## src/sfru_pkg.sv

```systemverilog
// Shared constants, field layouts and carrier types of the frame restructure unit.
// Assumes a 32-bit classic Wishbone register bus and a 64-entry local register stack.
package sfru_pkg;

  localparam int ADDR_W = 5;
  localparam int FP_W   = 7;
  localparam int FL_W   = 4;
  localparam int CODE_W = 4;
  localparam int DIFF_W = 7;
  localparam int LREG_W = 6;
  localparam int EVT_W  = 2;

  // Register byte offsets
  localparam logic [ADDR_W-1:0] OFS_FRAME   = 5'h00;
  localparam logic [ADDR_W-1:0] OFS_STATUS  = 5'h04;
  localparam logic [ADDR_W-1:0] OFS_SP      = 5'h08;
  localparam logic [ADDR_W-1:0] OFS_UB      = 5'h0C;
  localparam logic [ADDR_W-1:0] OFS_IRQ_ST  = 5'h10;
  localparam logic [ADDR_W-1:0] OFS_IRQ_MSK = 5'h14;
  localparam logic [ADDR_W-1:0] OFS_INFO    = 5'h18;

  // Field positions
  localparam int POS_FL    = 8;
  localparam int POS_CMODE = 4;
  localparam int POS_TMP   = 8;
  localparam int POS_BUSY  = 9;
  localparam int EVT_DONE  = 0;
  localparam int EVT_ERR   = 1;

  // Reset values
  localparam logic [FP_W-1:0] RST_FP = 7'h00;
  localparam logic [FL_W-1:0] RST_FL = 4'h0;
  localparam logic [31:0]     RST_SP = 32'h0000_0000;
  localparam logic [31:0]     RST_UB = 32'h0000_0000;

  // Stack arithmetic, carried in 8 bits so 64 does not wrap
  localparam logic [7:0]  LOCAL_REGS   = 8'h40;
  localparam logic [7:0]  FL_ZERO_AS   = 8'h10;
  localparam logic [7:0]  RES_CALL     = 8'h06;
  localparam logic [7:0]  RES_EXC      = 8'h02;
  localparam logic [7:0]  RES_SPARE    = 8'h02;
  localparam logic [7:0]  RESERVE_REGS = RES_CALL + RES_EXC + RES_SPARE;
  localparam logic [31:0] SP_STEP      = 32'h0000_0004;
  localparam logic [DIFF_W-1:0] DIFF_LAST = 7'h7F;

  typedef struct packed {
    logic              valid;
    logic [CODE_W-1:0] src_code;
    logic [CODE_W-1:0] dst_code;
  } sfru_frame_op_t;

  typedef struct packed {
    logic        valid;
    logic [31:0] addr;
    logic [31:0] data;
  } sfru_mem_wr_t;

  typedef enum logic [3:0] {
    ST_IDLE  = 4'h1,
    ST_CALC  = 4'h2,
    ST_FETCH = 4'h4,
    ST_WRITE = 4'h8
  } sfru_state_t;

  function automatic logic [31:0] sfru_merge(input logic [31:0] old_v, input logic [31:0] new_v,
                                             input logic [3:0] sel);
    logic [31:0] r;
    r = old_v;
    for (int i = 0; i < 4; i++) begin
      if (sel[i]) r[i*8 +: 8] = new_v[i*8 +: 8];
    end
    return r;
  endfunction

endpackage

```

## src/sfru_frame_calc.sv

```systemverilog
// Free-register difference of the current frame against the register stack.
// Purely combinational; the caller samples the result in its own state.
`timescale 1ns/1ps
module sfru_frame_calc
  import sfru_pkg::*;
(
  input  wire logic [DIFF_W-1:0] sp_bits_i,
  input  wire logic [FP_W-1:0]   fp_i,
  input  wire logic [FL_W-1:0]   fl_i,
  output logic      [DIFF_W-1:0] diff_o,
  output logic                   neg_o
);
  logic [7:0] fl_eff;
  logic [7:0] sum;

  always_comb begin
    fl_eff = (fl_i == 4'h0) ? FL_ZERO_AS : {4'h0, fl_i};
    sum    = {1'b0, sp_bits_i} + LOCAL_REGS - RESERVE_REGS - ({1'b0, fp_i} + fl_eff);
    diff_o = sum[DIFF_W-1:0];
    neg_o  = sum[DIFF_W-1];
  end
endmodule // sfru_frame_calc

```

## src/sfru_irq_ctrl.sv

```systemverilog
// Sticky event bits with write-one-to-clear, a mask and one level interrupt.
// Assumes write strobes are single-cycle pulses from the bus slave.
`timescale 1ns/1ps
module sfru_irq_ctrl #(
  parameter int W = 2
) (
  input  wire logic         clk_sys_i,
  input  wire logic         sys_rst_i,
  input  wire logic [W-1:0] evt_i,
  input  wire logic         clr_we_i,
  input  wire logic         mask_we_i,
  input  wire logic [W-1:0] wdata_i,
  output logic      [W-1:0] status_o,
  output logic      [W-1:0] mask_o,
  output logic              irq_o
);
  logic [W-1:0] st_d;
  logic [W-1:0] msk_d;

  // A new event wins over a clear in the same cycle
  assign st_d  = (clr_we_i ? (status_o & ~wdata_i) : status_o) | evt_i;
  assign msk_d = mask_we_i ? wdata_i : mask_o;

  always_ff @(posedge clk_sys_i) begin
    if (sys_rst_i) begin
      status_o <= '0;
      mask_o   <= '0;
      irq_o    <= 1'b0;
    end else begin
      status_o <= st_d;
      mask_o   <= msk_d;
      irq_o    <= |(st_d & msk_d);
    end
  end
endmodule // sfru_irq_ctrl

```

## src/sfru_top.sv

```systemverilog
// Frame restructure execution unit with Wishbone register access.
// Assumes the local register file returns lreg_data_i for lreg_addr_o in the same cycle that
// the address changes, and that the data memory answers each write with one mem_ack_i pulse.
`timescale 1ns/1ps
module sfru_top
  import sfru_pkg::*;
(
  input  wire logic                 clk_sys_i,
  input  wire logic                 sys_rst_i,
  input  wire logic                 wb_cyc_i,
  input  wire logic                 wb_stb_i,
  input  wire logic                 wb_we_i,
  input  wire logic [ADDR_W-1:0]    wb_adr_i,
  input  wire logic [3:0]           wb_sel_i,
  input  wire logic [31:0]          wb_dat_i,
  output logic      [31:0]          wb_dat_o,
  output logic                      wb_ack_o,
  input  wire sfru_frame_op_t       frame_op_i,
  output logic                      issue_stall_o,
  output logic                      frame_done_o,
  output logic                      frame_trap_o,
  output logic      [LREG_W-1:0]    lreg_addr_o,
  input  wire logic [31:0]          lreg_data_i,
  output sfru_mem_wr_t              mem_wr_o,
  input  wire logic                 mem_ack_i,
  output logic                      irq_o
);

  sfru_state_t       state_q;
  logic [FP_W-1:0]   fp_q;
  logic [FL_W-1:0]   fl_q;
  logic [3:0]        cond_q;
  logic              cmode_q;
  logic [31:0]       sp_q;
  logic [31:0]       ub_q;
  logic              tmp_q;
  logic [DIFF_W-1:0] cnt_q;
  logic [DIFF_W-1:0] diff;
  logic              diff_neg;
  logic              take;
  logic              busy;
  logic              acked;
  logic              last;
  logic              fin;
  logic              acc;
  logic              wr;
  logic [31:0]       sp_nx;
  logic [EVT_W-1:0]  evt;
  logic [EVT_W-1:0]  irq_st;
  logic [EVT_W-1:0]  irq_msk;

  assign busy  = (state_q != ST_IDLE);
  assign take  = (state_q == ST_IDLE) && frame_op_i.valid;
  assign acked = (state_q == ST_WRITE) && mem_ack_i;
  assign last  = (cnt_q == DIFF_LAST);
  assign fin   = ((state_q == ST_CALC) && !diff_neg) || (acked && last);
  assign acc   = wb_cyc_i && wb_stb_i && !wb_ack_o;
  assign wr    = acc && wb_we_i;
  assign sp_nx = sp_q + SP_STEP;
  assign evt   = {fin && (state_q == ST_WRITE) && tmp_q, fin};

  sfru_frame_calc u_calc (
    .sp_bits_i (sp_q[8:2]),
    .fp_i      (fp_q),
    .fl_i      (fl_q),
    .diff_o    (diff),
    .neg_o     (diff_neg)
  );

  sfru_irq_ctrl #(
    .W (EVT_W)
  ) u_irq (
    .clk_sys_i (clk_sys_i),
    .sys_rst_i (sys_rst_i),
    .evt_i     (evt),
    .clr_we_i  (wr && wb_sel_i[0] && (wb_adr_i == OFS_IRQ_ST)),
    .mask_we_i (wr && wb_sel_i[0] && (wb_adr_i == OFS_IRQ_MSK)),
    .wdata_i   (wb_dat_i[EVT_W-1:0]),
    .status_o  (irq_st),
    .mask_o    (irq_msk),
    .irq_o     (irq_o)
  );

  // Sequencer
  always_ff @(posedge clk_sys_i) begin
    if (sys_rst_i) begin
      state_q <= ST_IDLE;
    end else begin
      unique case (state_q)
        ST_IDLE:  if (take) state_q <= ST_CALC;
        ST_CALC:  state_q <= diff_neg ? ST_FETCH : ST_IDLE;
        ST_FETCH: state_q <= ST_WRITE;
        ST_WRITE: if (mem_ack_i) state_q <= last ? ST_IDLE : ST_FETCH;
        default:  state_q <= ST_IDLE;
      endcase
    end
  end

  // Frame pointer and length
  always_ff @(posedge clk_sys_i) begin
    if (sys_rst_i) begin
      fp_q <= RST_FP;
      fl_q <= RST_FL;
    end else if (take) begin
      fp_q <= fp_q - {3'h0, frame_op_i.src_code};
      fl_q <= frame_op_i.dst_code;
    end else if (!busy && wr && (wb_adr_i == OFS_FRAME)) begin
      if (wb_sel_i[0]) fp_q <= wb_dat_i[FP_W-1:0];
      if (wb_sel_i[1]) fl_q <= wb_dat_i[POS_FL +: FL_W];
    end
  end

  // Status word: only the cache-mode flag is touched by the frame operation
  always_ff @(posedge clk_sys_i) begin
    if (sys_rst_i) begin
      cond_q  <= 4'h0;
      cmode_q <= 1'b0;
    end else if (take) begin
      cmode_q <= 1'b0;
    end else if (!busy && wr && wb_sel_i[0] && (wb_adr_i == OFS_STATUS)) begin
      cond_q  <= wb_dat_i[3:0];
      cmode_q <= wb_dat_i[POS_CMODE];
    end
  end

  // Stack pointer and bound
  always_ff @(posedge clk_sys_i) begin
    if (sys_rst_i) begin
      sp_q <= RST_SP;
    end else if (acked) begin
      sp_q <= sp_nx;
    end else if (!busy && wr && (wb_adr_i == OFS_SP)) begin
      sp_q <= sfru_merge(sp_q, wb_dat_i, wb_sel_i);
    end
  end

  always_ff @(posedge clk_sys_i) begin
    if (sys_rst_i) begin
      ub_q <= RST_UB;
    end else if (wr && (wb_adr_i == OFS_UB)) begin
      ub_q <= sfru_merge(ub_q, wb_dat_i, wb_sel_i);
    end
  end

  // Bound flag taken once before the spill; negated count of outstanding words, stepped up on each acknowledge, past 7F to 00
  always_ff @(posedge clk_sys_i) begin
    if (sys_rst_i) begin
      tmp_q <= 1'b0;
      cnt_q <= '0;
    end else if ((state_q == ST_CALC) && diff_neg) begin
      tmp_q <= (sp_q >= ub_q);
      cnt_q <= diff;
    end else if (acked) begin
      cnt_q <= cnt_q + 7'h01;
    end
  end

  // Spill write port
  always_ff @(posedge clk_sys_i) begin
    if (sys_rst_i) begin
      lreg_addr_o <= '0;
      mem_wr_o    <= '0;
    end else begin
      if ((state_q == ST_CALC) && diff_neg) begin
        lreg_addr_o <= sp_q[7:2];
      end else if (acked) begin
        lreg_addr_o <= sp_nx[7:2];
      end
      if (state_q == ST_FETCH) begin
        mem_wr_o.valid <= 1'b1;
        mem_wr_o.addr  <= sp_q;
        mem_wr_o.data  <= lreg_data_i;
      end else if (acked) begin
        mem_wr_o.valid <= 1'b0;
      end
    end
  end

  // Completion, trap and issue stall
  always_ff @(posedge clk_sys_i) begin
    if (sys_rst_i) begin
      frame_done_o  <= 1'b0;
      frame_trap_o  <= 1'b0;
      issue_stall_o <= 1'b0;
    end else begin
      frame_done_o  <= fin;
      frame_trap_o  <= acked && last && tmp_q;
      issue_stall_o <= take || (busy && !fin);
    end
  end

  // Wishbone slave: one wait state, zero on unmapped reads
  always_ff @(posedge clk_sys_i) begin
    if (sys_rst_i) begin
      wb_ack_o <= 1'b0;
      wb_dat_o <= 32'h0000_0000;
    end else begin
      wb_ack_o <= acc;
      if (acc) begin
        unique case (wb_adr_i)
          OFS_FRAME:   wb_dat_o <= {20'h0_0000, fl_q, 1'b0, fp_q};
          OFS_STATUS:  wb_dat_o <= {27'h000_0000, cmode_q, cond_q};
          OFS_SP:      wb_dat_o <= sp_q;
          OFS_UB:      wb_dat_o <= ub_q;
          OFS_IRQ_ST:  wb_dat_o <= {30'h0000_0000, irq_st};
          OFS_IRQ_MSK: wb_dat_o <= {30'h0000_0000, irq_msk};
          OFS_INFO:    wb_dat_o <= {22'h00_0000, busy, tmp_q, 1'b0, cnt_q};
          default:     wb_dat_o <= 32'h0000_0000;
        endcase
      end
    end
  end
endmodule // sfru_top

```

## config.mk

```make
export PLATFORM = sky130hd
export DESIGN_NAME = sfru_top
export DESIGN_NICKNAME = d
export VERILOG_FILES = /design/src/sfru_pkg.sv /design/src/sfru_frame_calc.sv /design/src/sfru_irq_ctrl.sv /design/src/sfru_top.sv
export SDC_FILE = /design/constraint.sdc
export NUM_CORES = 1
export LEC_CHECK = 0
export BUFFER_PORTS_ARGS = -buffer_cell sky130_fd_sc_hd__buf_2
export CAP_MARGIN = 15
export CORE_UTILIZATION = 45
export CTS_BUF_LIST = sky130_fd_sc_hd__clkbuf_4 sky130_fd_sc_hd__clkbuf_8
export CTS_CLUSTER_SIZE = 24
export DETAILED_ROUTE_END_ITERATION = 10
export PLACE_DENSITY_LB_ADDON = 0.15
export SLEW_MARGIN = 20
export SYNTH_ARGS = -nofsm -noshare
export SYNTH_HDL_FRONTEND = slang
export SYNTH_SLANG_ARGS = --single-unit
```

## constraint.sdc

```tcl
create_clock -name clk_sys_i -period 3.21 [get_ports clk_sys_i]
set_clock_uncertainty 0.05 [all_clocks]
set_input_delay 0.642 -clock clk_sys_i [delete_from_list [all_inputs] [get_ports clk_sys_i]]
set_output_delay 0.642 -clock clk_sys_i [all_outputs]
set_load 0.005 [all_outputs]
```

* After elaboration in Yosys (flattened, before gate mapping) *
Cells that the tools add are included.

storage, ports and cells
  output and inout port bits = 108
  input bits = 88
  logic and storage cells = 134
  flip-flop bits (word level) = 204

cells by class
  mux-type cells = 27
  add/sub/neg operators = 7
  equal/unequal tests = 14
  reduce and logical (&&, ||, !) cells = 53
  order comparisons = 1
  bitwise operators = 5

operators by type and width
  cell                                                 count
  one-hot mux 32 bit (7 select lines)                  1
  2-to-1 mux 32 bit                                    2
  2-to-1 mux 7 bit                                     5
  adder 32 x 3 -> 32 bit, second input constant        1
  greater-or-equal comparator 32 bit                   1
  2-to-1 mux 8 bit                                     4
  AND reduction 2 bit                                  12
  logical AND 1 bit                                    21
  2-to-1 mux 4 bit                                     5
  nonzero test 2 bit                                   10
  one-hot mux 4 bit (4 select lines)                   1
  equality test 5 bit, second input constant           3
  2-to-1 mux 6 bit                                     2
  equality test 5 x 4 -> 1 bit, second input constant  2
  adder 7 x 1 -> 7 bit, second input constant          1
  adder 7 bit                                          1
  adder 7 bit, second input constant                   1
  equality test 7 bit, second input constant           1
  subtractor 7 x 4 -> 7 bit                            1
  subtractor 7 x 4 -> 7 bit, second input constant     1
  subtractor 7 bit                                     1
  2-to-1 mux 3 bit                                     2
  equality test 5 x 3 -> 1 bit, second input constant  1
  logical NOT 5 bit                                    1
  other kinds (17)                                     26

* Depth between registers and ports, before layout *
Gate-level depths: netlist (run 1).

  depth after elaboration = 12
  mapped depth = 12
  depth with buffers taken out = 11

* Hierarchy *
Synthesis (run 1) repeated with hierarchy kept, for this count alone.

unflattened totals
  cell total of the unflattened synthesis = 1220
  area, all modules = 10084.7 µm²

modules (own cells, without submodules)
  module           cells each  times used  seq. area each (µm²)  area an instance (µm²)
  sfru_top         1161        1           3983.8                9530.4
  sfru_frame_calc  42          1           0.0                   386.6
  sfru_irq_ctrl    17          1           100.1                 167.7

* Worst setup path before layout (run 1) *
OpenSTA, ideal clock, no wires.

  path type = reg2reg
  start = register sp_q[4]
  end = register lreg_addr_o[5]
  data required time = 3090 ps
  arrival = 2832 ps
  library setup time = 70 ps
  setup slack = 258 ps
  stages on the path, launching flop included = 13
  buffers on the path = 1
  cells stage by stage = dfxtp_1 -> inv_1 -> fa_1 -> inv_1 -> ha_1 -> ha_1 -> fa_1 -> nand3_1 -> a21oi_1 -> o21ai_2 -> buf_2 -> o211ai_1 -> a21oi_1

between the ends
  word-level cells in the longest chain between the ends = 5
  elaborated cells on any way between the ends = 8

ends and longest elaborated chain
  what                                                    RTL line               RTL
  from (decl)                                             sfru_top.sv:34         logic [31:0] sp_q;
  from (signal assigned)                                  sfru_top.sv:131        sp_q <= sp_nx;
  from (signal assigned)                                  sfru_top.sv:133        sp_q <= sfru_merge(sp_q, wb_dat_i, wb_sel_i);
  adder 7 bit                                             sfru_frame_calc.sv:18  sum = {1'b0, sp_bits_i} + LOCAL_REGS - RESERVE_REGS - ({1'b0, fp_i} + fl_eff);
  subtractor 7 x 4 -> 7 bit                               sfru_frame_calc.sv:18
  subtractor 7 bit                                        sfru_frame_calc.sv:18
  logical AND 1 bit                                       sfru_top.sv:164        if ((state_q == ST_CALC) && diff_neg) begin
  2-to-1 mux 6 bit or nonzero test 2 bit (tied branches)  --
  to (signal assigned)                                    sfru_top.sv:165        lreg_addr_o <= sp_q[7:2];
  to (signal assigned)                                    sfru_top.sv:167        lreg_addr_o <= sp_nx[7:2];
  to (decl)                                               sfru_top.sv:22         output logic [LREG_W-1:0] lreg_addr_o,

Several ways; a longest one is shown, not always the timed one. The select of a mux whose other input is x is not followed.
A chain may end at the register's enable or synchronous reset.

* Final worst setup path (run 1) *
  start = register fp_q[2]
  end = register tmp_q

between the ends
  word-level cells in the longest chain between the ends = 3

ends and longest elaborated chain
  what                    RTL line               RTL
  from (decl)             sfru_top.sv:30         logic [FP_W-1:0] fp_q;
  from (signal assigned)  sfru_top.sv:105        fp_q <= fp_q - {3'h0, frame_op_i.src_code};
  from (signal assigned)  sfru_top.sv:108        if (wb_sel_i[0]) fp_q <= wb_dat_i[FP_W-1:0];
  adder 7 bit             sfru_frame_calc.sv:18
  subtractor 7 bit        sfru_frame_calc.sv:18
  logical AND 1 bit       sfru_top.sv:150        end else if ((state_q == ST_CALC) && diff_neg) begin
  to (signal assigned)    sfru_top.sv:151        tmp_q <= (sp_q >= ub_q);
  to (decl)               sfru_top.sv:36         logic tmp_q;

Every way passes these cells.

==> results of run 1 <==
-- worst max-delay path: cells and delay by family, from the launching register on --
family | cells | cell delay [ns]
flip-flops | 1 | 0.36
buffers and inverters | 1 | 0.04
AO/OA/AOI/OAI | 2 | 0.49
adder cells (fa/ha/maj) | 4 | 1.50
AND/OR/NAND/NOR | 3 | 0.50
-- how the worst max path moves through the flow --
stage                     cells after the start  slack, ns  startpoint              to
after floorplan                              12       0.26     sp_q[4]  lreg_addr_o[5]
after global placement                       10       0.13     fl_q[3]           tmp_q
after detailed placement                     10       0.05     fl_q[1]           tmp_q
after CTS                                    10       0.04     fl_q[1]           tmp_q
after global routing                         11       0.02     fl_q[1]        cnt_q[4]
final                                        10       0.18     fp_q[2]           tmp_q
-- placed cells by master (no fill, tap or decap), drive strengths merged, types with 6 or more instances in the layout --
master | Yosys | final
nand2 | 200 | 200
a311oi | 8 | 8
a211oi | 9 | 9
dfxtp | 204 | 204
fa | 8 | 8
inv | 62 | 62
nor3 | 14 | 14
mux2i | 42 | 42
ha | 46 | 46
a221oi | 6 | 6
nor4 | 7 | 7
and2 | 16 | 16
nand4 | 17 | 17
nand3 | 25 | 25
o211ai | 8 | 8
a21o | 14 | 14
and4 | 6 | 6
a2bb2oi | 27 | 27
a31oi | 18 | 18
a22oi | 41 | 41
buf | 22 | 230
a21oi | 138 | 138
clkbuf | 62 | 57
o21ai | 22 | 22
and3 | 19 | 19
nor2 | 104 | 104
-- timing repair --
| item | CTS | global route |
|---|---|---|
| hold buffers | 0 | 0 |
| endpoints found under the setup margin | 0 | 12 |
| gates resized for setup | 0 | 6 |
-- power by group --
part / internal (mW) / switching [mW] / leakage [nW]
combinational: 0.210 / 0.329 / 3.08
sequential: 2.56 / 0.0375 / 1.65
clock: 1.46 / 1.08 / 0.411
-- state kept, by name (all words and copies together) (netlist names), 4 cells and up --
register / cells
wb_dat_o: 32
lreg_addr_o: 6
cnt_q: 7
state_q: 4
sp_q: 32
mem_wr_o: 65
ub_q: 32
fp_q: 7
fl_q: 4
cond_q: 4
-- cell usage after synthesis, types with 6 or more instances --
library cell / n
sky130_fd_sc_hd__a211oi_1: 9
sky130_fd_sc_hd__a21o_1: 14
sky130_fd_sc_hd__a21oi_1: 138
sky130_fd_sc_hd__a221oi_1: 6
sky130_fd_sc_hd__a22oi_1: 41
sky130_fd_sc_hd__a2bb2oi_1: 27
sky130_fd_sc_hd__a311oi_1: 8
sky130_fd_sc_hd__a31oi_1: 18
sky130_fd_sc_hd__and2_1: 15
sky130_fd_sc_hd__and3_1: 19
sky130_fd_sc_hd__and4_1: 6
sky130_fd_sc_hd__buf_2: 18
sky130_fd_sc_hd__clkbuf_1: 59
sky130_fd_sc_hd__dfxtp_1: 204
sky130_fd_sc_hd__fa_1: 8
sky130_fd_sc_hd__ha_1: 46
sky130_fd_sc_hd__inv_1: 62
sky130_fd_sc_hd__mux2i_1: 42
sky130_fd_sc_hd__nand2_1: 200
sky130_fd_sc_hd__nand3_1: 24
sky130_fd_sc_hd__nand4_1: 17
sky130_fd_sc_hd__nor2_1: 104
sky130_fd_sc_hd__nor3_1: 13
sky130_fd_sc_hd__nor4_1: 7
sky130_fd_sc_hd__o211ai_1: 8
sky130_fd_sc_hd__o21ai_0: 21
-- per-stage QoR --
stage               total power [mW]  std cells  area [um^2]  hold WS, ns
floorplan                       2.95       1223        10100        0.394
global placement                3.16       1649        11400        0.389
detailed placement              3.17       1649        11400        0.394
CTS                             5.73       1712        12100        0.269
global route                    5.91       1713        12200        0.290
finish                          5.68       1713        12200        0.290
-- kinds of logic (layout without fill, tap and decap cells) --
kind of cell,count (synthesis),in the layout,share of synthesized area (%)
buf+inv,146,355,5.76
flops,204,204,40.4
simple gates,436,436,19.9
other cells,0,1,0
xor+xnor,7,7,0.743
compound gates,332,332,21.5
mux,44,44,4.38
fa+ha+maj,54,54,7.28
-- metal layers --
layer / GRT usage, % / vias up / share of wire [%] / routed length, um
met2: 48.2 / 303 / 51 / 16300
met3: 4.31 / 79 / 5.2 / 1660
met4: 13.0 / 0 / 4.0 / 1280
met1: 32.0 / 4655 / 40 / 13000
met5: 0 / - / 0 / 0
li1: - / 4729 / - / -
-- cell type report --
type / count / share of cell area [%]
clock inverters: 6 / 0.267
diodes: 1 / 0.0206
multi-input cells: 873 / 44.9
clock buffers: 57 / 6.09
inverters: 62 / 1.91
flip-flops and latches: 204 / 33.6
well taps: 280 / 2.88
repair buffers: 230 / 10.3
==> results.txt, run 1 <==
----------------------------------------------------
[Drt]
  First DRT Iteration DRCs ... 584
  Via count ... 9,766
  Via density per instance ... around 5.7
  Sum of routed wire length over all layers ... ~32,000 um
  TritonRoute pass-1 iters ... 7
  Post-detailed-route count of antenna-violating nets ... 0
  Wire per inst ... 18.8 um
  Remaining DRCs ... 0

[Synthesis]
  Cell taking the most area after synthesis ... sky130_fd_sc_hd__dfxtp_1
  Async set-reset flop share out of synthesis ... 0%
  Number of enable flip-flop cells after synthesis ... 0
  Main synth FF type ... sky130_fd_sc_hd__dfxtp_1
  Top cell type's share of synthesized area ... 40.4%
  Cell area after synthesis ... ~10,000 um^2
  Post-synthesis sequential area ratio ... 40.4%
  Syn nets ... about 1,400
  Yosys cell types ... 70
  Number of instances in the synthesized netlist ... 1,223
  Syn_area_per_cell ... 8.26 um^2
  Synth Register Bits ... 204
  Top area cells in the synthesized netlist ... sky130_fd_sc_hd__dfxtp_1 (40%), sky130_fd_sc_hd__nand2_1 (7.4%), sky130_fd_sc_hd__a21oi_1 (6.8%)
  Syn. warnings ... 0

[Worst setup path]
  Worst reg-to-reg setup slack ... 0.18 ns
  Worst reg2reg path depth ... 10
  Start of the worst register-to-register path ... fp_q[2]
  Critical Path RT ... 3.61 ns
  Start-to-end type of the worst setup path ... flip-flop to flip-flop
  Cell chain of the critical path ... fa_1 > inv_1 > ha_1 > ha_1 > fa_1 > nand3_1 > and3_2 > o21a_2 > nor2_1 > a311oi_1
  Data arrival time at the worst-slack endpoint ... between 3 and 4 ns
  Type of origin of the critical path ... flip-flop
  Critical register-to-register path endpoint ... tmp_q
  Category of the worst setup path capture point ... flip-flop
  Delay of the slowest cell on the worst path ... between 0.5 and 0.6 ns
  Peak fanout along the critical path ... 11
  Critical-path top delay cell ... sky130_fd_sc_hd__fa_1

[Die]
  Die W ... 152 um
  CORE AREA ... 21,900 um^2
  Die Outline Area ... 23,100 um^2
  Chip Height ... 152 um
  Starting utilization of the core area ... a little under half
  Number of ports placed on the die boundary ... 196
  Count of standard-cell rows ... 54

[Cells and area]
  Total area of multi-input combinational cells ... 5470 um^2
  Post-layout utilization of the core ... 55.6%
  Register Area ... approximately 4100 um^2
  Net count reported at finish ... roughly 1,600
  Area added between synthesis and finish ... 20.4%
  Fill cell instance count of the final layout ... 2,157
  Share of cells above drive strength 1 ... a little over a fifth

[Clock tree]
  CTS root buf ... sky130_fd_sc_hd__clkbuf_8
  TritonCTS Buffers ... 38
  Clock tree from TritonCTS ... built
  Clock-pin slew of the registers on the worst-case setup and hold paths ... 0.06 ns
  Post-CTS Setup Bufs ... 0
  Worst skew pair latency ... 0.54 ns
  H-tree lvl count ... 2
  Number of sinks on the clock net ... 204
  CTS max path bufs ... 3

[Worst hold path]
  End point of the worst hold path ... mem_wr_o[12]
  Hold path startpoint ... lreg_data_i[12]
  Type of the most critical hold path ... input pin to flip-flop
  Number of cells on the worst hold path ... 3

[STA]
  Worst slew slack as a fraction of its limit ... 55.5%
  Final setup slack of the worst path ... 0.181 ns
  Final-report hold violation count ... 0
  Unrepaired setup endpoints after global routing ... no
  Total setup violations reported at the end of the flow ... 0
  Actual transition at the worst max-transition pin ... roughly 0.66 ns
  Highest attainable clock frequency ... 330 MHz
  Final Max Slew Viols ... 0
  Post-Route Setup TNS ... 0 ns
  Post-layout min period ... approximately 3 ns
  Final clock period utilization by the worst path ... a little over nine tenths

[GRT]
  Overall fraction of global-route tracks in use ... a little over a quarter
  Initial antenna violation count ... 1
  Vias in the first global route ... between 9,000 and 10,000
  Total congestion overflow after global routing ... 0
  Global-route wire length before repair ... 50,100 um
  Pin count of the biggest net entering global routing ... 66

[Power and ir drop]
  P_leak ... approximately 5.1 nW
  Worst VDD drop ... 369 uV
  PD cells ... 467 nW/um^2

[Place]
  Number of input and output port buffers inserted ... ~200
  Routability cong. ... 0.914
  Post-place setup slack ... 0.0486 ns
  Detailed-placement wirelength estimate ... about 24,000 um

[Flow run]
  # Max-Cap Violations ... 0

[Run status]
  Status ... completed

----------------------------------------------------
(Power assumes the default switching activity.)
==> inputs of run 2 (changes only) <==
==> constraint.sdc (replaced) <==
create_clock -name clk_sys_i -period 3.1 [get_ports clk_sys_i]
set_clock_uncertainty 0.05 [all_clocks]
set_input_delay 0 -clock clk_sys_i [delete_from_list [all_inputs] [get_ports clk_sys_i]]
set_output_delay 0 -clock clk_sys_i [all_outputs]
set_load 0.005 [all_outputs]
==> run 2 against run 1 <==
  * Highest routed layer unchanged
  * Combinational power up 23%
  * Critical path depth up 2
  * Power up 6.1%
  * Fmax up 2.3%
  * Sequential power up 3%
  * Largest cell class unchanged
  * Register-to-register slack worse by 0.04 ns
  * Final area up 8.5%
  * Largest power group unchanged
  * Clock power up 5%
==> results.txt, run 2 (synthesized netlist as in run 1, its figures left out) <==
----------------------------------------------------
[STA]
  Unrepaired setup endpoints after global routing ... no (unchanged)
  Final Max Slew Viols ... 0 (unchanged)
  Worst slew slack as a fraction of its limit ... 49.3% (was 55.5%)
  Actual transition at the worst max-transition pin ... 0.761 ns (was 0.662 ns)
  Final-report hold violation count ... 0 (unchanged)
  Total setup violations reported at the end of the flow ... 0 (unchanged)
  Final setup slack of the worst path ... 0.137 ns (was 0.181 ns)
  Final clock period utilization by the worst path ... 95.6% (was 94.4%)
  Smallest hold slack ... 0.0206 ns (was 0.290 ns)
  Post-layout min period ... 2.96 ns (was 3.03 ns)
  Highest attainable clock frequency ... 338 MHz (was 330 MHz)

[Clock tree]
  Number of sinks on the clock net ... 204 (unchanged)
  Clock tree from TritonCTS ... built (unchanged)
  TritonCTS Buffers ... 37 (was 38)
  Worst skew pair latency ... 0.53 ns (was 0.54 ns)
  Clock-pin slew of the registers on the worst-case setup and hold paths ... 0.06 ns (about the same)
  CTS max path bufs ... 3 (unchanged)
  CTS root buf ... sky130_fd_sc_hd__clkbuf_8 (unchanged)
  Post-CTS Setup Bufs ... 0 (unchanged)
  H-tree lvl count ... 2 (unchanged)

[Drt]
  Post-detailed-route count of antenna-violating nets ... 0 (unchanged)
  Wire per inst ... 18.7 um (was 18.8 um)
  Via density per instance ... 5.67 (was 5.70)
  First DRT Iteration DRCs ... 874 (was 584)
  Via count ... 10,300 (was 9,766)
  Remaining DRCs ... 0 (unchanged)
  TritonRoute pass-1 iters ... 6 (was 7)
  Sum of routed wire length over all layers ... 34,000 um (was 32,300 um)

[Power and ir drop]
  P_leak ... 5.63 nW (was 5.14 nW)
  PD cells ... 457 nW/um^2 (was 467 nW/um^2)
  Worst VDD drop ... 305 uV (was 369 uV)
  Sum of internal, switching and leakage power ... 6.03 mW (was 5.68 mW)

[Cells and area]
  Commonest cells after routing, fill and taps aside ... sky130_fd_sc_hd__dfxtp_1 (204), sky130_fd_sc_hd__nand2_1 (200), sky130_fd_sc_hd__buf_2 (194) (unchanged)
  Net count reported at finish ... 1,655 (was 1,551)
  Register with the most flip-flops ... mem_wr_o (unchanged)
  Area added between synthesis and finish ... 30.6% (was 20.4%)
  Max reg flops ... 65 (unchanged)
  Most common cell after layout, fill and taps aside ... sky130_fd_sc_hd__dfxtp_1 (unchanged)
  Finished Cell Area ... 13,200 um^2 (was 12,200 um^2)
  Share of cells above drive strength 1 ... 21.0% (was 21.8%)

[Place]
  Number of input and output port buffers inserted ... 195 (unchanged)
  Post-place setup slack ... -0.0220 ns (was 0.0486 ns)
  Detailed-placement wirelength estimate ... 23,600 um (about the same)
  Post-detailed-placement cell area ... 11,500 um^2 (was 11,400 um^2)
  Routability cong. ... 0.918 (was 0.914)

[Worst hold path]
  Type of the most critical hold path ... input pin to flip-flop (unchanged)
  Number of cells on the worst hold path ... 5 (was 3)
  Hold path startpoint ... wb_adr_i[3] (was lreg_data_i[12])

[Die]
  Die Outline Area ... 23,100 um^2 (unchanged)
  Chip Height ... 152 um (unchanged)
  Starting utilization of the core area ... 46.2% (unchanged)
  Number of ports placed on the die boundary ... 196 (unchanged)
  Die W ... 152 um (unchanged)
  Count of standard-cell rows ... 54 (unchanged)
  CORE AREA ... 21,900 um^2 (unchanged)

[Worst setup path]
  Number of logic stages on the critical path including buffering ... 12 (was 10)
  Family with the most delay on the worst path ... adder cells (unchanged)
  Delay of the slowest cell on the worst path ... 0.42 ns (was 0.54 ns)
  Critical-path top delay cell ... sky130_fd_sc_hd__fa_1 (unchanged)
  Peak fanout along the critical path ... 10 (was 11)
  Worst path bufs/invs ... 3 (was 1)
  Timing startpoint of the critical path ... fl_q[1] (was fp_q[2])
  Type of origin of the critical path ... flip-flop (unchanged)
  Critical Path RT ... 3.49 ns (was 3.61 ns)
  Category of the worst setup path capture point ... flip-flop (unchanged)
  Cell chain of the critical path ... buf_4 > inv_1 > fa_1 > ha_1 > ha_1 > fa_1 > nand3_2 > a21oi_2 > o21ai_2 > buf_4 > nor2_1 > a311oi_1 (was fa_1 > inv_1 > ha_1 > ha_1 > fa_1 > nand3_1 > and3_2 > o21a_2 > nor2_1 > a311oi_1)
  Start of the worst register-to-register path ... fl_q[1] (was fp_q[2])
  Start-to-end type of the worst setup path ... flip-flop to flip-flop (unchanged)
  Worst reg2reg path depth ... 12 (was 10)
  Data arrival time at the worst-slack endpoint ... 3.35 ns (was 3.43 ns)

[GRT]
  Overall fraction of global-route tracks in use ... 28.7% (was 27.2%)
  Global-route wire length before repair ... 53,100 um (was 50,100 um)
  Initial antenna violation count ... 0 (was 1)
  Vias in the first global route ... 9,928 (was 9,283)
  Total congestion overflow after global routing ... 0 (unchanged)
  Pin count of the biggest net entering global routing ... 97 (was 66)

[Run status]
  Status ... completed (unchanged)

[Flow run]
  # Max-Cap Violations ... 0 (unchanged)

----------------------------------------------------
==> run 2: cell count changes in the layout (fill, tap and decap cells not counted), moves of 2 or more <==
cell                            previous run  this run
sky130_fd_sc_hd__dlygate4sd3_1             0        94
sky130_fd_sc_hd__buf_4                    34        45
sky130_fd_sc_hd__clkbuf_4                  7        11
sky130_fd_sc_hd__clkinv_2                  5         3
==> run 2: worst min-delay path, delay by kind of cell <==
family / cells / cell delay (ns)
buffers and inverters: 2 / 0.22
AND/OR/NAND/NOR: 1 / 0.11
AO/OA/AOI/OAI: 2 / 0.23
==> run 2: routing by layer <==
metal	wire, um	up-vias	global-route usage (%)
li1	-	4941	-
met2	16900	420	51.1
met5	0	-	0
met3	2100	121	4.51
met4	1570	0	13.4
met1	13400	4829	33.7
==> run 2: cell type report <==
class	instances	area (um^2)
Fill cell	2011	8690
Sequential cell	204	4080
Timing Repair Buffer	335	2280
Tap cell	280	350
Clock inverter	3	15.0
Antenna cell	1	2.50
Clock buffer	60	757
Multi-Input combinational cell	873	5480
Inverter	62	233
==> run 2: where the power goes <==
part,switching [mW],internal [mW]
clock network,1.15,1.53
registers,0.0343,2.65
logic,0.358,0.305
total,1.54,4.49
==> run 2: worst paths after layout <==
check / end / slack, ns
worst max-delay path: cnt_q[1] / 0.14
worst min-delay path: fp_q[3] / 0.02
worst min register to register: mem_wr_o[54] / 0.40
worst max register to register: cnt_q[1] / 0.14
==> run 2: repair_timing <==
item                       CTS  global route
gates resized for setup      1             5
hold endpoints to repair   155             0
setup endpoints to repair    4            17
hold buffers                94             0
==> run 2: stage by stage <==
| step | utilization [%] | std cells | setup TNS [ns] |
|---|---|---|---|
| global placement | 52.3 | 1660 | 0 |
| global route | 60.3 | 1817 | 0 |
| CTS | 60.2 | 1817 | 0 |
| finish | 60.3 | 1818 | 0 |
| floorplan | - | 1223 | 0 |
| detailed placement | 52.3 | 1660 | -0.0220 |
==> inputs of run 3 (changes only) <==
==> constraint.sdc (replaced) <==
create_clock -name clk_sys_i -period 2.8 [get_ports clk_sys_i]
set_clock_uncertainty 0.05 [all_clocks]
set_input_delay 0 -clock clk_sys_i [delete_from_list [all_inputs] [get_ports clk_sys_i]]
set_output_delay 0 -clock clk_sys_i [all_outputs]
set_load 0.005 [all_outputs]
==> run 3 against run 2 <==
  * Sequential share of layout area down 0.43 points
  * Highest routed layer unchanged
  * Hold slack gained 0.030 ns
  * First-iteration DRC count shrank 22%
  * Largest power group unchanged
  * Largest cell class unchanged
  * Via count is 0.13% lower
  * Non-clock buffer count grew 5
  * The run now ends with negative setup slack left
  * Cell count up 0.11%
  * Power rose by 13%
==> results.txt, run 3 (synthesized netlist as in run 1, its figures left out) <==
----------------------------------------------------
[STA]
  Total setup violations reported at the end of the flow ... 18 (was 0)
  Final clock period utilization by the worst path ... 105% (was 95.6%)
  Final Max Slew Viols ... 0 (unchanged)
  Post-layout min period ... 2.93 ns (was 2.96 ns)
  Highest attainable clock frequency ... 341 MHz (was 338 MHz)
  Worst slew slack as a fraction of its limit ... 49.7% (was 49.3%)
  Final setup slack of the worst path ... -0.130 ns (was 0.137 ns)
  Smallest hold slack ... 0.0505 ns (was 0.0206 ns)
  Unrepaired setup endpoints after global routing ... yes (was no)
  Actual transition at the worst max-transition pin ... 0.746 ns (was 0.761 ns)
  Final-report hold violation count ... 0 (unchanged)

[Clock tree]
  Clock tree from TritonCTS ... built (unchanged)
  H-tree lvl count ... 2 (unchanged)
  Number of sinks on the clock net ... 204 (unchanged)
  TritonCTS Buffers ... 38 (was 37)
  CTS max path bufs ... 3 (unchanged)
  CTS root buf ... sky130_fd_sc_hd__clkbuf_8 (unchanged)
  Clock-pin slew of the registers on the worst-case setup and hold paths ... 0.06 ns (about the same)
  Worst skew pair latency ... 0.53 ns (about the same)

[Worst setup path]
  Peak fanout along the critical path ... 6 (was 10)
  Data arrival time at the worst-slack endpoint ... 3.31 ns (was 3.35 ns)
  Start of the worst register-to-register path ... fl_q[1] (unchanged)
  Worst reg-to-reg setup slack ... -0.13 ns (was 0.14 ns)
  Worst reg2reg path depth ... 12 (unchanged)
  Type of origin of the critical path ... flip-flop (unchanged)
  Critical Path RT ... 3.18 ns (was 3.49 ns)
  Category of the worst setup path capture point ... flip-flop (unchanged)
  Start-to-end type of the worst setup path ... flip-flop to flip-flop (unchanged)
  Critical register-to-register path endpoint ... cnt_q[3] (was cnt_q[1])

[Run status]
  Violations in the final reports ... negative setup slack
  Status ... complete, but fails checks (was completed)

[Place]
  Instance count after placement with tap cells included ... 1,680 (was 1,660)
  Number of input and output port buffers inserted ... 195 (unchanged)
  Post-detailed-placement cell area ... 11,600 um^2 (was 11,500 um^2)
  Routability cong. ... 0.941 (was 0.918)
  Detailed-placement wirelength estimate ... 24,000 um (was 23,600 um)

[Worst hold path]
  Number of cells on the worst hold path ... 4 (was 5)
  End point of the worst hold path ... wb_ack_o (was fp_q[3])
  Hold path startpoint ... wb_cyc_i (was wb_adr_i[3])
  Type of the most critical hold path ... input pin to flip-flop (unchanged)

[Drt]
  First DRT Iteration DRCs ... 686 (was 874)
  Remaining DRCs ... 0 (unchanged)
  Via count ... 10,300 (about the same)
  Sum of routed wire length over all layers ... 34,300 um (was 34,000 um)
  Via density per instance ... 5.66 (was 5.67)
  Wire per inst ... 18.9 um (was 18.7 um)
  TritonRoute pass-1 iters ... 6 (unchanged)
  Post-detailed-route count of antenna-violating nets ... 0 (unchanged)

[Cells and area]
  Area added between synthesis and finish ... 32.7% (was 30.6%)
  Number of cells in the finished layout apart from fillers ... 1,820 (was 1,818)
  Fill cell instance count of the final layout ... 1,975 (was 2,011)
  Most common cell after layout, fill and taps aside ... sky130_fd_sc_hd__nand2_1 (was sky130_fd_sc_hd__dfxtp_1)
  Commonest cells after routing, fill and taps aside ... sky130_fd_sc_hd__nand2_1 (200), sky130_fd_sc_hd__dfxtp_1 (198), sky130_fd_sc_hd__buf_2 (194) (was sky130_fd_sc_hd__dfxtp_1 (204), sky130_fd_sc_hd__nand2_1 (200), sky130_fd_sc_hd__buf_2 (194))
  Post-layout utilization of the core ... 61.2% (was 60.3%)
  Register with the most flip-flops ... mem_wr_o (unchanged)
  Share of cells above drive strength 1 ... 24.7% (was 21.0%)
  Finished Cell Area ... 13,400 um^2 (was 13,200 um^2)
  Net count reported at finish ... 1,661 (was 1,655)
  Number of diodes added for antenna fixing ... 0 (was 1)
  Max reg flops ... 65 (unchanged)

[GRT]
  Overall fraction of global-route tracks in use ... 29.1% (was 28.7%)
  Vias in the first global route ... 10,100 (was 9,928)
  Pin count of the biggest net entering global routing ... 98 (was 97)
  Global-route wire length before repair ... 53,600 um (was 53,100 um)
  Initial antenna violation count ... 0 (unchanged)
  Total congestion overflow after global routing ... 0 (unchanged)

[Power and ir drop]
  Worst VDD drop ... 337 uV (was 305 uV)
  PD cells ... 507 nW/um^2 (was 457 nW/um^2)
  Sum of internal, switching and leakage power ... 6.80 mW (was 6.03 mW)
  P_leak ... 5.65 nW (was 5.63 nW)

[Die]
  Die W ... 152 um (unchanged)
  Number of ports placed on the die boundary ... 196 (unchanged)
  Count of standard-cell rows ... 54 (unchanged)
  Starting utilization of the core area ... 46.2% (unchanged)
  Die Outline Area ... 23,100 um^2 (unchanged)
  Chip Height ... 152 um (unchanged)
  CORE AREA ... 21,900 um^2 (unchanged)

[Flow run]
  # Max-Cap Violations ... 0 (unchanged)

----------------------------------------------------
-- run 3: worst max path at each step --
stage | start | to | slack [ns] | cells past startpoint
3_5_place_dp | fl_q[3] | cnt_q[4] | -0.22 | 11
3_3_place_gp | fl_q[3] | lreg_addr_o[1] | -0.14 | 11
6_report | fl_q[1] | cnt_q[3] | -0.13 | 12
2_1_floorplan | fl_q[3] | lreg_addr_o[0] | 0.02 | 10
5_1_grt | fl_q[1] | cnt_q[3] | -0.20 | 12
4_1_cts | fl_q[0] | cnt_q[4] | -0.1 | 12
-- run 3: timing repair --
| action | CTS | global route |
|---|---|---|
| gates cloned | 1 | 0 |
| endpoints found under the setup margin | 21 | 22 |
| pin swaps | 22 | 30 |
| setup buffers | 2 | 1 |
| gates resized for setup | 36 | 19 |
| hold buffers | 77 | 0 |
| endpoints found under the hold margin | 142 | 0 |
-- run 3: cell type report --
class / instances / area, um^2 / area share (%)
Inverter: 62 / 233 / 1.74
Clock buffer: 57 / 728 / 5.43
Clock inverter: 4 / 20.0 / 0.149
Sequential cell: 204 / 4090 / 30.5
Tap cell: 280 / 350 / 2.61
Multi-Input combinational cell: 873 / 5670 / 42.3
Timing Repair Buffer: 340 / 2320 / 17.3
-- run 3: through the flow --
step,setup TNS [ns],setup slack (ns)
global route,-2.64,-0.200
floorplan,0,0.0181
CTS,-0.871,-0.0951
global placement,-1.87,-0.137
finish,-1.56,-0.130
detailed placement,-3.53,-0.217
-- run 3: power by group --
group | internal (mW) | total, mW | switching, mW
logic | 0.471 | 0.948 | 0.478
registers | 2.94 | 2.97 | 0.0385
clock network | 1.64 | 2.88 | 1.23
total | 5.05 | 6.80 | 1.75
-- run 3: critical path, stage by stage, from the launching register on --
cell	delay, ns
sky130_fd_sc_hd__dfxtp_2	0.33
sky130_fd_sc_hd__nor4_4	0.38
sky130_fd_sc_hd__ha_4	0.26
sky130_fd_sc_hd__fa_1	0.50
sky130_fd_sc_hd__inv_2	0.05
sky130_fd_sc_hd__ha_4	0.16
sky130_fd_sc_hd__a21oi_4	0.22
sky130_fd_sc_hd__a21oi_4	0.10
sky130_fd_sc_hd__buf_4	0.15
sky130_fd_sc_hd__o21ai_4	0.23
sky130_fd_sc_hd__buf_12	0.16
sky130_fd_sc_hd__nor2_1	0.04
sky130_fd_sc_hd__a211oi_1	0.20
-- run 3: layer usage --
metal	track usage, %	vias to the layer above	part of all wire, %
met5	0	-	0
met4	16.0	0	4.6
met3	4.82	97	5.8
met2	50.6	382	50
met1	33.9	4874	39
li1	-	4945	-
